[config.mk]
export PLATFORM = sky130hd
export DESIGN_NAME = status_indicator
export DESIGN_NICKNAME = d
export VERILOG_FILES = /design/src/status_pkg.sv /design/src/status_indicator.sv
export SDC_FILE = /design/constraint.sdc
export NUM_CORES = 1
export LEC_CHECK = 0
export BUFFER_PORTS_ARGS = -buffer_cell sky130_fd_sc_hd__buf_2
export CAP_MARGIN = 20
export CORE_UTILIZATION = 55
export DETAILED_ROUTE_END_ITERATION = 10
export GPL_TIMING_DRIVEN = 0
export PLACE_DENSITY_LB_ADDON = 0.2
export SLEW_MARGIN = 20
export SYNTH_ARGS = -nofsm -noshare
export SYNTH_HDL_FRONTEND = slang
export SYNTH_SLANG_ARGS = --single-unit
[constraint.sdc]
create_clock -name pclk -period 3.2 [get_ports pclk]
set_input_delay 0.16 -clock pclk [delete_from_list [all_inputs] [get_ports pclk]]
set_output_delay 0.16 -clock pclk [all_outputs]
set_load 0.05 [all_outputs]
[src/status_pkg.sv]
// status indicator package: constants and types
package status_pkg;

	// ====================================================================
	// register map (byte addresses)
	localparam logic [11:0] ctrl_off     = 12'h000;
	localparam logic [11:0] state_off    = 12'h004;
	localparam logic [11:0] irq_stat_off = 12'h008;
	localparam logic [11:0] irq_mask_off = 12'h00c;

	// control fields
	localparam int ctrl_auto_bit   = 0;
	localparam int ctrl_manual_bit = 1; // 0: 525, 1: 625
	localparam int ctrl_delay_bit  = 2;
	localparam int ctrl_freeze_bit = 3;
	localparam int ctrl_filter_bit = 4;
	localparam int ctrl_init_bit   = 5; // software clears when setup is done
	localparam logic [5:0] ctrl_reset_val = 6'h21;

	// interrupt event bits
	localparam int ev_fault_bit = 0;
	localparam int ev_std_bit   = 1;
	localparam int ev_out_bit   = 2;
	localparam int ev_width     = 3;

	// ====================================================================
	// timing
	localparam int clk_hz         = 10_000_000;
	localparam int blink_half_ms  = 500;
	localparam int blink_half_cyc = clk_hz / 1000 * blink_half_ms;
	localparam int link_hold_ms   = 50;
	localparam int link_hold_cyc  = clk_hz / 1000 * link_hold_ms;

	typedef enum logic [2:0] {
		out_correct_locked,
		out_correct_free,
		out_frozen,
		out_errors,
		out_corrupted,
		out_none
	} out_cond_t;

	typedef struct packed {
		logic sdi_present;
		logic sdi_valid;
		logic is_625;
		logic edh_error;
		logic ref_present;
		logic ref_valid;
	} video_status_t;

	typedef struct packed {
		logic fault;
		logic std_525;
		logic std_625;
		logic mode_auto;
		logic filter;
		logic link_activity;
		logic setup_activity;
		logic power_good;
	} leds_t;

endpackage

[src/status_indicator.sv]
// status indicator and output condition logic with apb registers
`timescale 1ns/1ps
`default_nettype none
module status_indicator
	import status_pkg::*;
#(
	parameter int blink_half_cycles = blink_half_cyc,
	parameter int link_hold_cycles  = link_hold_cyc
) (
	// apb
	input  wire logic        pclk,
	input  wire logic        presetn,
	input  wire logic        psel,
	input  wire logic        penable,
	input  wire logic        pwrite,
	input  wire logic [11:0] paddr,
	input  wire logic [31:0] pwdata,
	output logic      [31:0] prdata,
	output logic             pready,
	output logic             pslverr,
	// video and reference status
	input  wire video_status_t vstat,
	input  wire logic        sync_fitted,
	input  wire logic        link_event,
	// indicators and output condition
	output leds_t            leds,
	output out_cond_t        out_cond,
	output logic             irq
);

	// ====================================================================
	// register file
	logic [5:0]          ctrl_r;
	logic [ev_width-1:0] irq_stat_r;
	logic [ev_width-1:0] irq_mask_r;
	logic                wr_en;
	logic                rd_en;
	logic                mapped;

	assign mapped  = (paddr == ctrl_off) || (paddr == state_off) ||
	                 (paddr == irq_stat_off) || (paddr == irq_mask_off);
	assign wr_en   = psel && penable && pwrite && mapped;
	assign rd_en   = psel && penable && !pwrite;
	assign pready  = 1'b1;
	assign pslverr = psel && penable && !mapped;

	always_ff @(posedge pclk or negedge presetn) begin
		if (!presetn) begin
			ctrl_r <= ctrl_reset_val;
		end else if (wr_en && paddr == ctrl_off) begin
			ctrl_r <= pwdata[5:0];
		end
	end

	always_ff @(posedge pclk or negedge presetn) begin
		if (!presetn) begin
			irq_mask_r <= '0;
		end else if (wr_en && paddr == irq_mask_off) begin
			irq_mask_r <= pwdata[ev_width-1:0];
		end
	end

	logic auto_sel;
	logic manual_625;
	logic delay_mode;
	logic autofreeze;
	logic init_busy;
	assign auto_sel   = ctrl_r[ctrl_auto_bit];
	assign manual_625 = ctrl_r[ctrl_manual_bit];
	assign delay_mode = ctrl_r[ctrl_delay_bit];
	assign autofreeze = ctrl_r[ctrl_freeze_bit];
	assign init_busy  = ctrl_r[ctrl_init_bit];

	// ====================================================================
	// shared blink timer
	logic [31:0] blink_cnt_r;
	logic        blink_r;

	always_ff @(posedge pclk or negedge presetn) begin
		if (!presetn) begin
			blink_cnt_r <= '0;
			blink_r     <= 1'b0;
		end else if (blink_cnt_r == 32'(blink_half_cycles - 1)) begin
			blink_cnt_r <= '0;
			blink_r     <= ~blink_r;
		end else begin
			blink_cnt_r <= blink_cnt_r + 32'h1;
		end
	end

	// link activity stretcher so short bursts stay visible
	logic [31:0] link_cnt_r;
	always_ff @(posedge pclk or negedge presetn) begin
		if (!presetn) begin
			link_cnt_r <= '0;
		end else if (link_event) begin
			link_cnt_r <= 32'(link_hold_cycles);
		end else if (link_cnt_r != 32'h0) begin
			link_cnt_r <= link_cnt_r - 32'h1;
		end
	end

	// ====================================================================
	// condition decode
	logic video_ok;
	logic std_mismatch;
	logic ref_missing;
	logic ref_bad;
	logic fault_now;

	assign video_ok     = vstat.sdi_present && vstat.sdi_valid;
	assign std_mismatch = !auto_sel && video_ok && (vstat.is_625 != manual_625);
	assign ref_missing  = sync_fitted && !delay_mode && !vstat.ref_present;
	assign ref_bad      = sync_fitted && !delay_mode && vstat.ref_present &&
	                      !vstat.ref_valid;

	out_cond_t   cond_nxt;
	leds_t       leds_nxt;

	always_comb begin
		cond_nxt  = out_correct_locked;
		fault_now = 1'b0;
		leds_nxt  = '0;
		leds_nxt.power_good     = 1'b1;
		leds_nxt.setup_activity = init_busy;
		leds_nxt.mode_auto      = auto_sel;
		leds_nxt.filter         = ctrl_r[ctrl_filter_bit] && video_ok;
		leds_nxt.link_activity  = link_cnt_r != 32'h0;
		if (!vstat.sdi_present) begin
			fault_now = 1'b1;
			leds_nxt.fault = blink_r;
			if (!sync_fitted) begin
				cond_nxt = out_none;
			end else if (autofreeze) begin
				cond_nxt = out_frozen;
			end else begin
				cond_nxt = out_corrupted;
			end
		end else if (!vstat.sdi_valid) begin
			fault_now = 1'b1;
			leds_nxt.fault = blink_r;
			// invalid video corrupts the output with or without the sync option
			cond_nxt = out_corrupted;
		end else if (std_mismatch) begin
			fault_now = 1'b1;
			leds_nxt.fault   = blink_r;
			leds_nxt.std_525 = !manual_625 && blink_r;
			leds_nxt.std_625 = manual_625 && blink_r;
			cond_nxt = out_corrupted;
		end else if (vstat.edh_error) begin
			fault_now = 1'b1;
			leds_nxt.fault   = blink_r;
			leds_nxt.std_525 = !vstat.is_625;
			leds_nxt.std_625 = vstat.is_625;
			cond_nxt = out_errors;
		end else if (ref_missing) begin
			fault_now = 1'b1;
			leds_nxt.fault   = blink_r;
			leds_nxt.std_525 = !vstat.is_625 && blink_r;
			leds_nxt.std_625 = vstat.is_625 && blink_r;
			cond_nxt = out_correct_free;
		end else if (ref_bad) begin
			fault_now = 1'b1;
			leds_nxt.fault   = blink_r;
			leds_nxt.std_525 = !vstat.is_625 && blink_r;
			leds_nxt.std_625 = vstat.is_625 && blink_r;
			cond_nxt = out_corrupted;
		end else begin
			leds_nxt.std_525 = !vstat.is_625;
			leds_nxt.std_625 = vstat.is_625;
			cond_nxt = (sync_fitted && !delay_mode) ? out_correct_locked
			                                         : out_correct_free;
		end
	end

	always_ff @(posedge pclk or negedge presetn) begin
		if (!presetn) begin
			leds     <= '0;
			out_cond <= out_none;
		end else begin
			leds     <= leds_nxt;
			out_cond <= cond_nxt;
		end
	end

	// ====================================================================
	// interrupts: fault rise, standard change, output condition change
	logic                fault_d_r;
	logic                std_d_r;
	out_cond_t           cond_d_r;
	logic [ev_width-1:0] ev;
	logic                stat_rd;

	always_ff @(posedge pclk or negedge presetn) begin
		if (!presetn) begin
			fault_d_r <= 1'b0;
			std_d_r   <= 1'b0;
			cond_d_r  <= out_none;
		end else begin
			fault_d_r <= fault_now;
			std_d_r   <= vstat.is_625;
			cond_d_r  <= cond_nxt;
		end
	end

	always_comb begin
		ev               = '0;
		ev[ev_fault_bit] = fault_now && !fault_d_r;
		ev[ev_std_bit]   = vstat.is_625 != std_d_r;
		ev[ev_out_bit]   = cond_nxt != cond_d_r;
	end

	assign stat_rd = rd_en && paddr == irq_stat_off;

	// set wins over the read clear
	always_ff @(posedge pclk or negedge presetn) begin
		if (!presetn) begin
			irq_stat_r <= '0;
		end else begin
			irq_stat_r <= (stat_rd ? '0 : irq_stat_r) | ev;
		end
	end

	assign irq = |(irq_stat_r & irq_mask_r);

	// ====================================================================
	// read data
	always_comb begin
		prdata = 32'h0;
		if (rd_en) begin
			unique case (paddr)
				ctrl_off:     prdata = {26'h0, ctrl_r};
				state_off:    prdata = {21'h0, out_cond, leds};
				irq_stat_off: prdata = {29'h0, irq_stat_r};
				irq_mask_off: prdata = {29'h0, irq_mask_r};
				default:      prdata = 32'h0;
			endcase
		end
	end

endmodule
`default_nettype wire

# After elaboration in Yosys (flattened, before gate mapping)

Cells that the tools add are included.

Bits in registers: 90
Bits in latches: 0
Memory bits (writable): 0
ROM bits: 0
Logic and storage cells: 96
Memories: 0

Add/sub/neg operators: 2
Multiply operators: 0
Div/mod/pow operators: 0
Order comparisons: 0
Eq/ne operators: 7
Shifts and indexed selects: 0
Muxes and demuxes: 30
Bitwise gates (word level): 3
Reduce and logical (&&, ||, !) cells: 37

Operator list:

| cell                                                                 | count |
|---|---|
| 32-bit two-way mux                                                   | 3 |
| 11-bit one-hot mux with 4 select lines                               | 1 |
| 3-bit two-way mux                                                    | 12 |
| 32-bit by 1-bit adder with 32-bit output, second input constant      | 1 |
| 32-bit by 23-bit == test with 1-bit output, second input constant    | 1 |
| 32-bit nonzero test                                                  | 1 |
| 32-bit by 1-bit subtractor with 32-bit output, second input constant | 1 |
| 12-bit by 4-bit == test with 1-bit output, second input constant     | 2 |
| 1-bit logical AND                                                    | 21 |
| 12-bit by 3-bit == test with 1-bit output, second input constant     | 1 |
| 12-bit zero test                                                     | 1 |
| 11-bit two-way mux                                                   | 1 |
| 1-bit two-way mux                                                    | 10 |
| 1-bit zero test                                                      | 9 |
| 2-bit two-way mux                                                    | 3 |
| 3-bit bitwise AND                                                    | 1 |
| 1-bit logical OR                                                     | 3 |
| 3-bit inequality test                                                | 1 |
| 3-bit bitwise OR                                                     | 1 |
| 3-bit OR reduction                                                   | 1 |
| 1-bit inequality test                                                | 2 |
| 2-bit nonzero test                                                   | 1 |
| 1-bit inverter                                                       | 1 |

# Depth between registers and ports, before layout

Word-level depth: 12
Gate-level depth with buffers: 9
Depth with buffers taken out: 7

# Worst setup path before layout

OpenSTA, ideal clock, no wires.

Path type: input port to output port
Start: in paddr[1]
End: out prdata[3]
Arrival time: 2.206 ns
Required time: 3.040 ns
Setup slack: 0.834 ns
Stages: 4
Cells stage by stage: or4_4 or4_4 or2_2 nor2_1

Cells in the longest elaborated chain, start to end: 3
Elaborated cells between the ends (all ways): 6
Classes of those cells: eq/ne (3); mux (2); reduce/logical (1)

Ends and longest elaborated chain:

| item                                                                    | RTL line                | RTL |
|---|---|---|
| from (decl)                                                             | status_indicator.sv:16  | `input wire logic [11:0] paddr,` |
| 12-bit by 4-bit == test with 1-bit output, or another cell as far along | status_indicator.sv:231 | `unique case (paddr)` |
| 11-bit one-hot mux with 4 select lines *                                | status_indicator.sv:231 |  |
| 11-bit two-way mux *                                                    | status_indicator.sv:230 | `if (rd_en) begin` |
| to (decl)                                                               | status_indicator.sv:18  | `output logic [31:0] prdata,` |

Every way passes the cells marked *; elsewhere a longest branch is shown, timed or not.

# Worst setup path in the final report

Start: reg link_cnt_r[18]
End: reg link_cnt_r[31]

Cells in the longest elaborated chain, start to end: 3
Elaborated cells between the ends (all ways): 5
Classes of those cells: add/sub (1); mux (2); reduce/logical (2)

Ends and longest elaborated chain:

| item                                          | RTL line               | RTL |
|---|---|---|
| from (decl)                                   | status_indicator.sv:92 | `logic [31:0] link_cnt_r;` |
| from (signal assigned)                        | status_indicator.sv:97 | `link_cnt_r <= 32'(link_hold_cycles);` |
| from (signal assigned)                        | status_indicator.sv:99 | `link_cnt_r <= link_cnt_r - 32'h1;` |
| 32-bit by 1-bit subtractor with 32-bit output | status_indicator.sv:99 |  |
| 32-bit two-way mux                            | status_indicator.sv:98 | `end else if (link_cnt_r != 32'h0) begin` |
| 32-bit two-way mux                            | status_indicator.sv:96 | `end else if (link_event) begin` |

Several ways; a longest one is shown, not always the timed one. The select of a mux whose other input is x is not followed.
A chain may end at the register's enable or synchronous reset.

==> results.ini <==
[logic_synthesis]
synth_top_area_cell=dfrtp_1
synth_top_family_by_area=simple AND/OR/NAND/NOR gates
synth.cell_area_um2=4832
syn_avg_cell_area_um2=9.963
synth-seq-cells=90
synthAdderAreaFrac=0.005179
yosys.area_share.simple=0.2509
synthFlopType=dfrtp_1
synth_warnings=0
synth_cell_types=59
synth_top_area_frac=0.4454
synth-edff-count=0
synthXorXnorAreaFrac=0.06888
synthCells=485
synth.area.mux_share=0.05023
synth_common_cells=dfrtp_1 (86), nor2_1 (42), nand2_1 (32), xnor2_1 (24), buf_4 (23)
synth.most_common_cell=dfrtp_1
netlist_top_cells_area=dfrtp_1 (45%), xnor2_1 (4.4%), buf_4 (3.6%), nor2_1 (3.3%), mux2_2 (2.8%)
synth_compound_area_frac=0.09684
async_flop_share=1.000
yosysSeqAreaShare=0.4671

[detailed_routing]
ant_nets=0
num_vias=3855
wl_met3_um=464
drt-met1-wl_um=4700
dr.pass1.iters=4
remaining_drc_errors=0
routed_wl_um=9903
routed.top_layer=met4
wl_met2_um=4665
vias_per_cell=5.628
wl_per_cell_um=14.46
first_iter_violations=165

[clock_tree]
clk_path_buf_depth=2
cts_tree=built
post_cts_resized=0
clock_latency_ns=0.36
clock-sinks=90
cts-root-buf=clkbuf_8
clk_pin_slew_worst_paths_ns=0.10
htree_levels=3
cts_hold_buf=4
numCtsBuffers=9
postCtsSetupRepairBufs=0

[global_routing]
grt_pass1_wl_um=16400
antenna_found_initial=0
gr-total-overflow=0
track_usage=0.2302
grt_max_degree=60
grt_pass1_vias=3593

[die]
ios=103
row_count=33
die-area_um2=9164
die_w_um=95.73
fp.coreArea_um2=8341
start_util=0.5794
fp.dieH_um=95.73

[worst_setup_path]
crit_family=simple AND/OR/NAND/NOR gates
crit_arrival_ns=3.02
critPathCaptureType=flop
worst-path-buf-inv=1
startpoint_type=flop
crit_path_cell_trace=nor4_1 > and2_1 > clkbuf_1 > nand4_1 > nor4_1 > mux2_2
crit_slowest_cell=nor4_1
crit_path_max_fanout=10
path_common_cell=nor4_1
crit_type=flop to flop
required_ns=3.44
max_stage_delay_ns=0.55

[pwr]
internal-power_w=0.001773
p_clk_frac=0.395
seqPwrFrac=0.494
powerDensity_nw_per_um2=424.0
power.share.combinational=0.112
ir_drop_v=0.0003509
power_switching_w=0.0006110
total_power_w=0.002384
p_sw_frac=0.2563
leakagePower_nw=2.490

[timing]
fin_setup_tns_ns=0
max_slew_margin=0.3365
worst_slew_pin_slew_ns=0.9877
fin_crit_ns=2.785
fin_crit_sh=0.8702
fmax_mhz=359.1
hold_viol_final=0
rsz0062_at_grt=false
setup_slack_ns=0.4155
hold_slack_ns=0.02021
slew_viol_final=0
setup_viol=0
clock_skew_ns=0.01828

[layout]
multiInputGateArea_um2=2367
ff_latch_area_um2=2257
n_antenna_cell=0
fillers=688
fin_nets=634
final_layout_size_suffix_gt1_frac=0.2345
final_area_um2=5623
area_growth_pct=16.36

[outcome]
outcome=completed

[place]
gp_congestion=0.8524
detailed_place_hpwl_um=6926
dpl_cell_area_um2=5338
pre_cts_slack_ns=0.4700
port_buffers=53

[worst_hold_path]
hp-class=primary input to flop

[run]
cap_violations=0

-- cell usage in the layout (no fill, tap or decap), types with 10 or more instances in the layout --
cell / instances
nand3_1: 20
nand4_1: 18
conb_1: 23
o21ai_0: 11
xnor2_1: 24
a21oi_1: 19
nand2_1: 32
inv_1: 12
dfrtp_1: 86
or4_1: 12
o31ai_1: 10
nor2_1: 42
nor3_1: 12
xor2_1: 14
buf_4: 24
mux2_2: 12
buf_2: 53
clkbuf_1: 16
nor4_1: 10
-- path summary, 6_finish.rpt --
path,start,end,slack (ns),cells past startpoint
setup / recovery,link_cnt_r[18]$_DFFE_PN0P_,link_cnt_r[31]$_DFFE_PN0P_,0.42,6
hold / removal,pwdata[3],ctrl_r[3]$_DFFE_PN0P_,0.02,2
setup reg to reg,link_cnt_r[18]$_DFFE_PN0P_,link_cnt_r[31]$_DFFE_PN0P_,0.42,6
hold reg to reg,ctrl_r[5]$_DFFE_PN1P_,leds[1]$_DFF_PN0_,0.40,0
max in group asynchronous,presetn,cond_d_r[2]$_DFF_PN1_,2.23,3
min in group asynchronous,presetn,link_cnt_r[11]$_DFFE_PN0P_,0.27,2
-- power groups by stage --
stage                     Sequential (W)  Combinational (W)  Clock [W]
after floorplan                  0.00120           0.000173          0
after global placement           0.00120           0.000250          0
after detailed placement         0.00120           0.000259          0
after CTS                        0.00118           0.000266   0.000959
after global routing             0.00118           0.000292    0.00101
final                            0.00118           0.000266   0.000941
-- through the flow --
step / std cells / utilization
final: 685 / 0.6742
after CTS: 685 / 0.6742
after detailed placement: 665 / 0.6400
after global placement: 664 / 0.6364
after global routing: 685 / 0.6742
after floorplan: 506 / -
-- area by class of cell --
| cell class | count | area share |
|---|---|---|
| multi-input combinational | 363 | 0.4210 |
| sequential | 90 | 0.4014 |
| timing repair buffer | 58 | 0.05964 |
| buffer | 40 | 0.04228 |
| tap | 105 | 0.02336 |
| clock buffer | 9 | 0.02203 |
| clock inverter | 7 | 0.02158 |
| inverter | 13 | 0.008678 |
-- worst reg2reg max path, delay by kind of cell (launching register included) --
family	cells	cell delay [ns]
buffers and inverters	1	0.34
DFF	1	0.46
and+or+nand+nor	4	1.49
muxes	1	0.38
-- state kept, by name (all words and copies together) (netlist names) --
name         count
irq_mask_r       3
leds             8
cond_d_r         3
blink_r          1
std_d_r          1
fault_d_r        1
irq_stat_r       3
ctrl_r           6
link_cnt_r      32
blink_cnt_r     32
-- metal layers --
layer,GRT usage,vias to the layer above
met5,0,-
met3,0.02686,5
met2,0.3756,88
met1,0.3184,1873
li1,-,1889
met4,0.08333,0
-- logic make-up after synthesis --
logic type | Yosys count
adders and majority gates | 2
muxes | 19
DFF | 90
and+or+nand+nor | 214
other | 2
AOI/OAI and AO/OA | 67
xor gates and xnor gates | 38
buffers and inverters | 53
No activity file was read; power rests on OpenSTA's default activity.
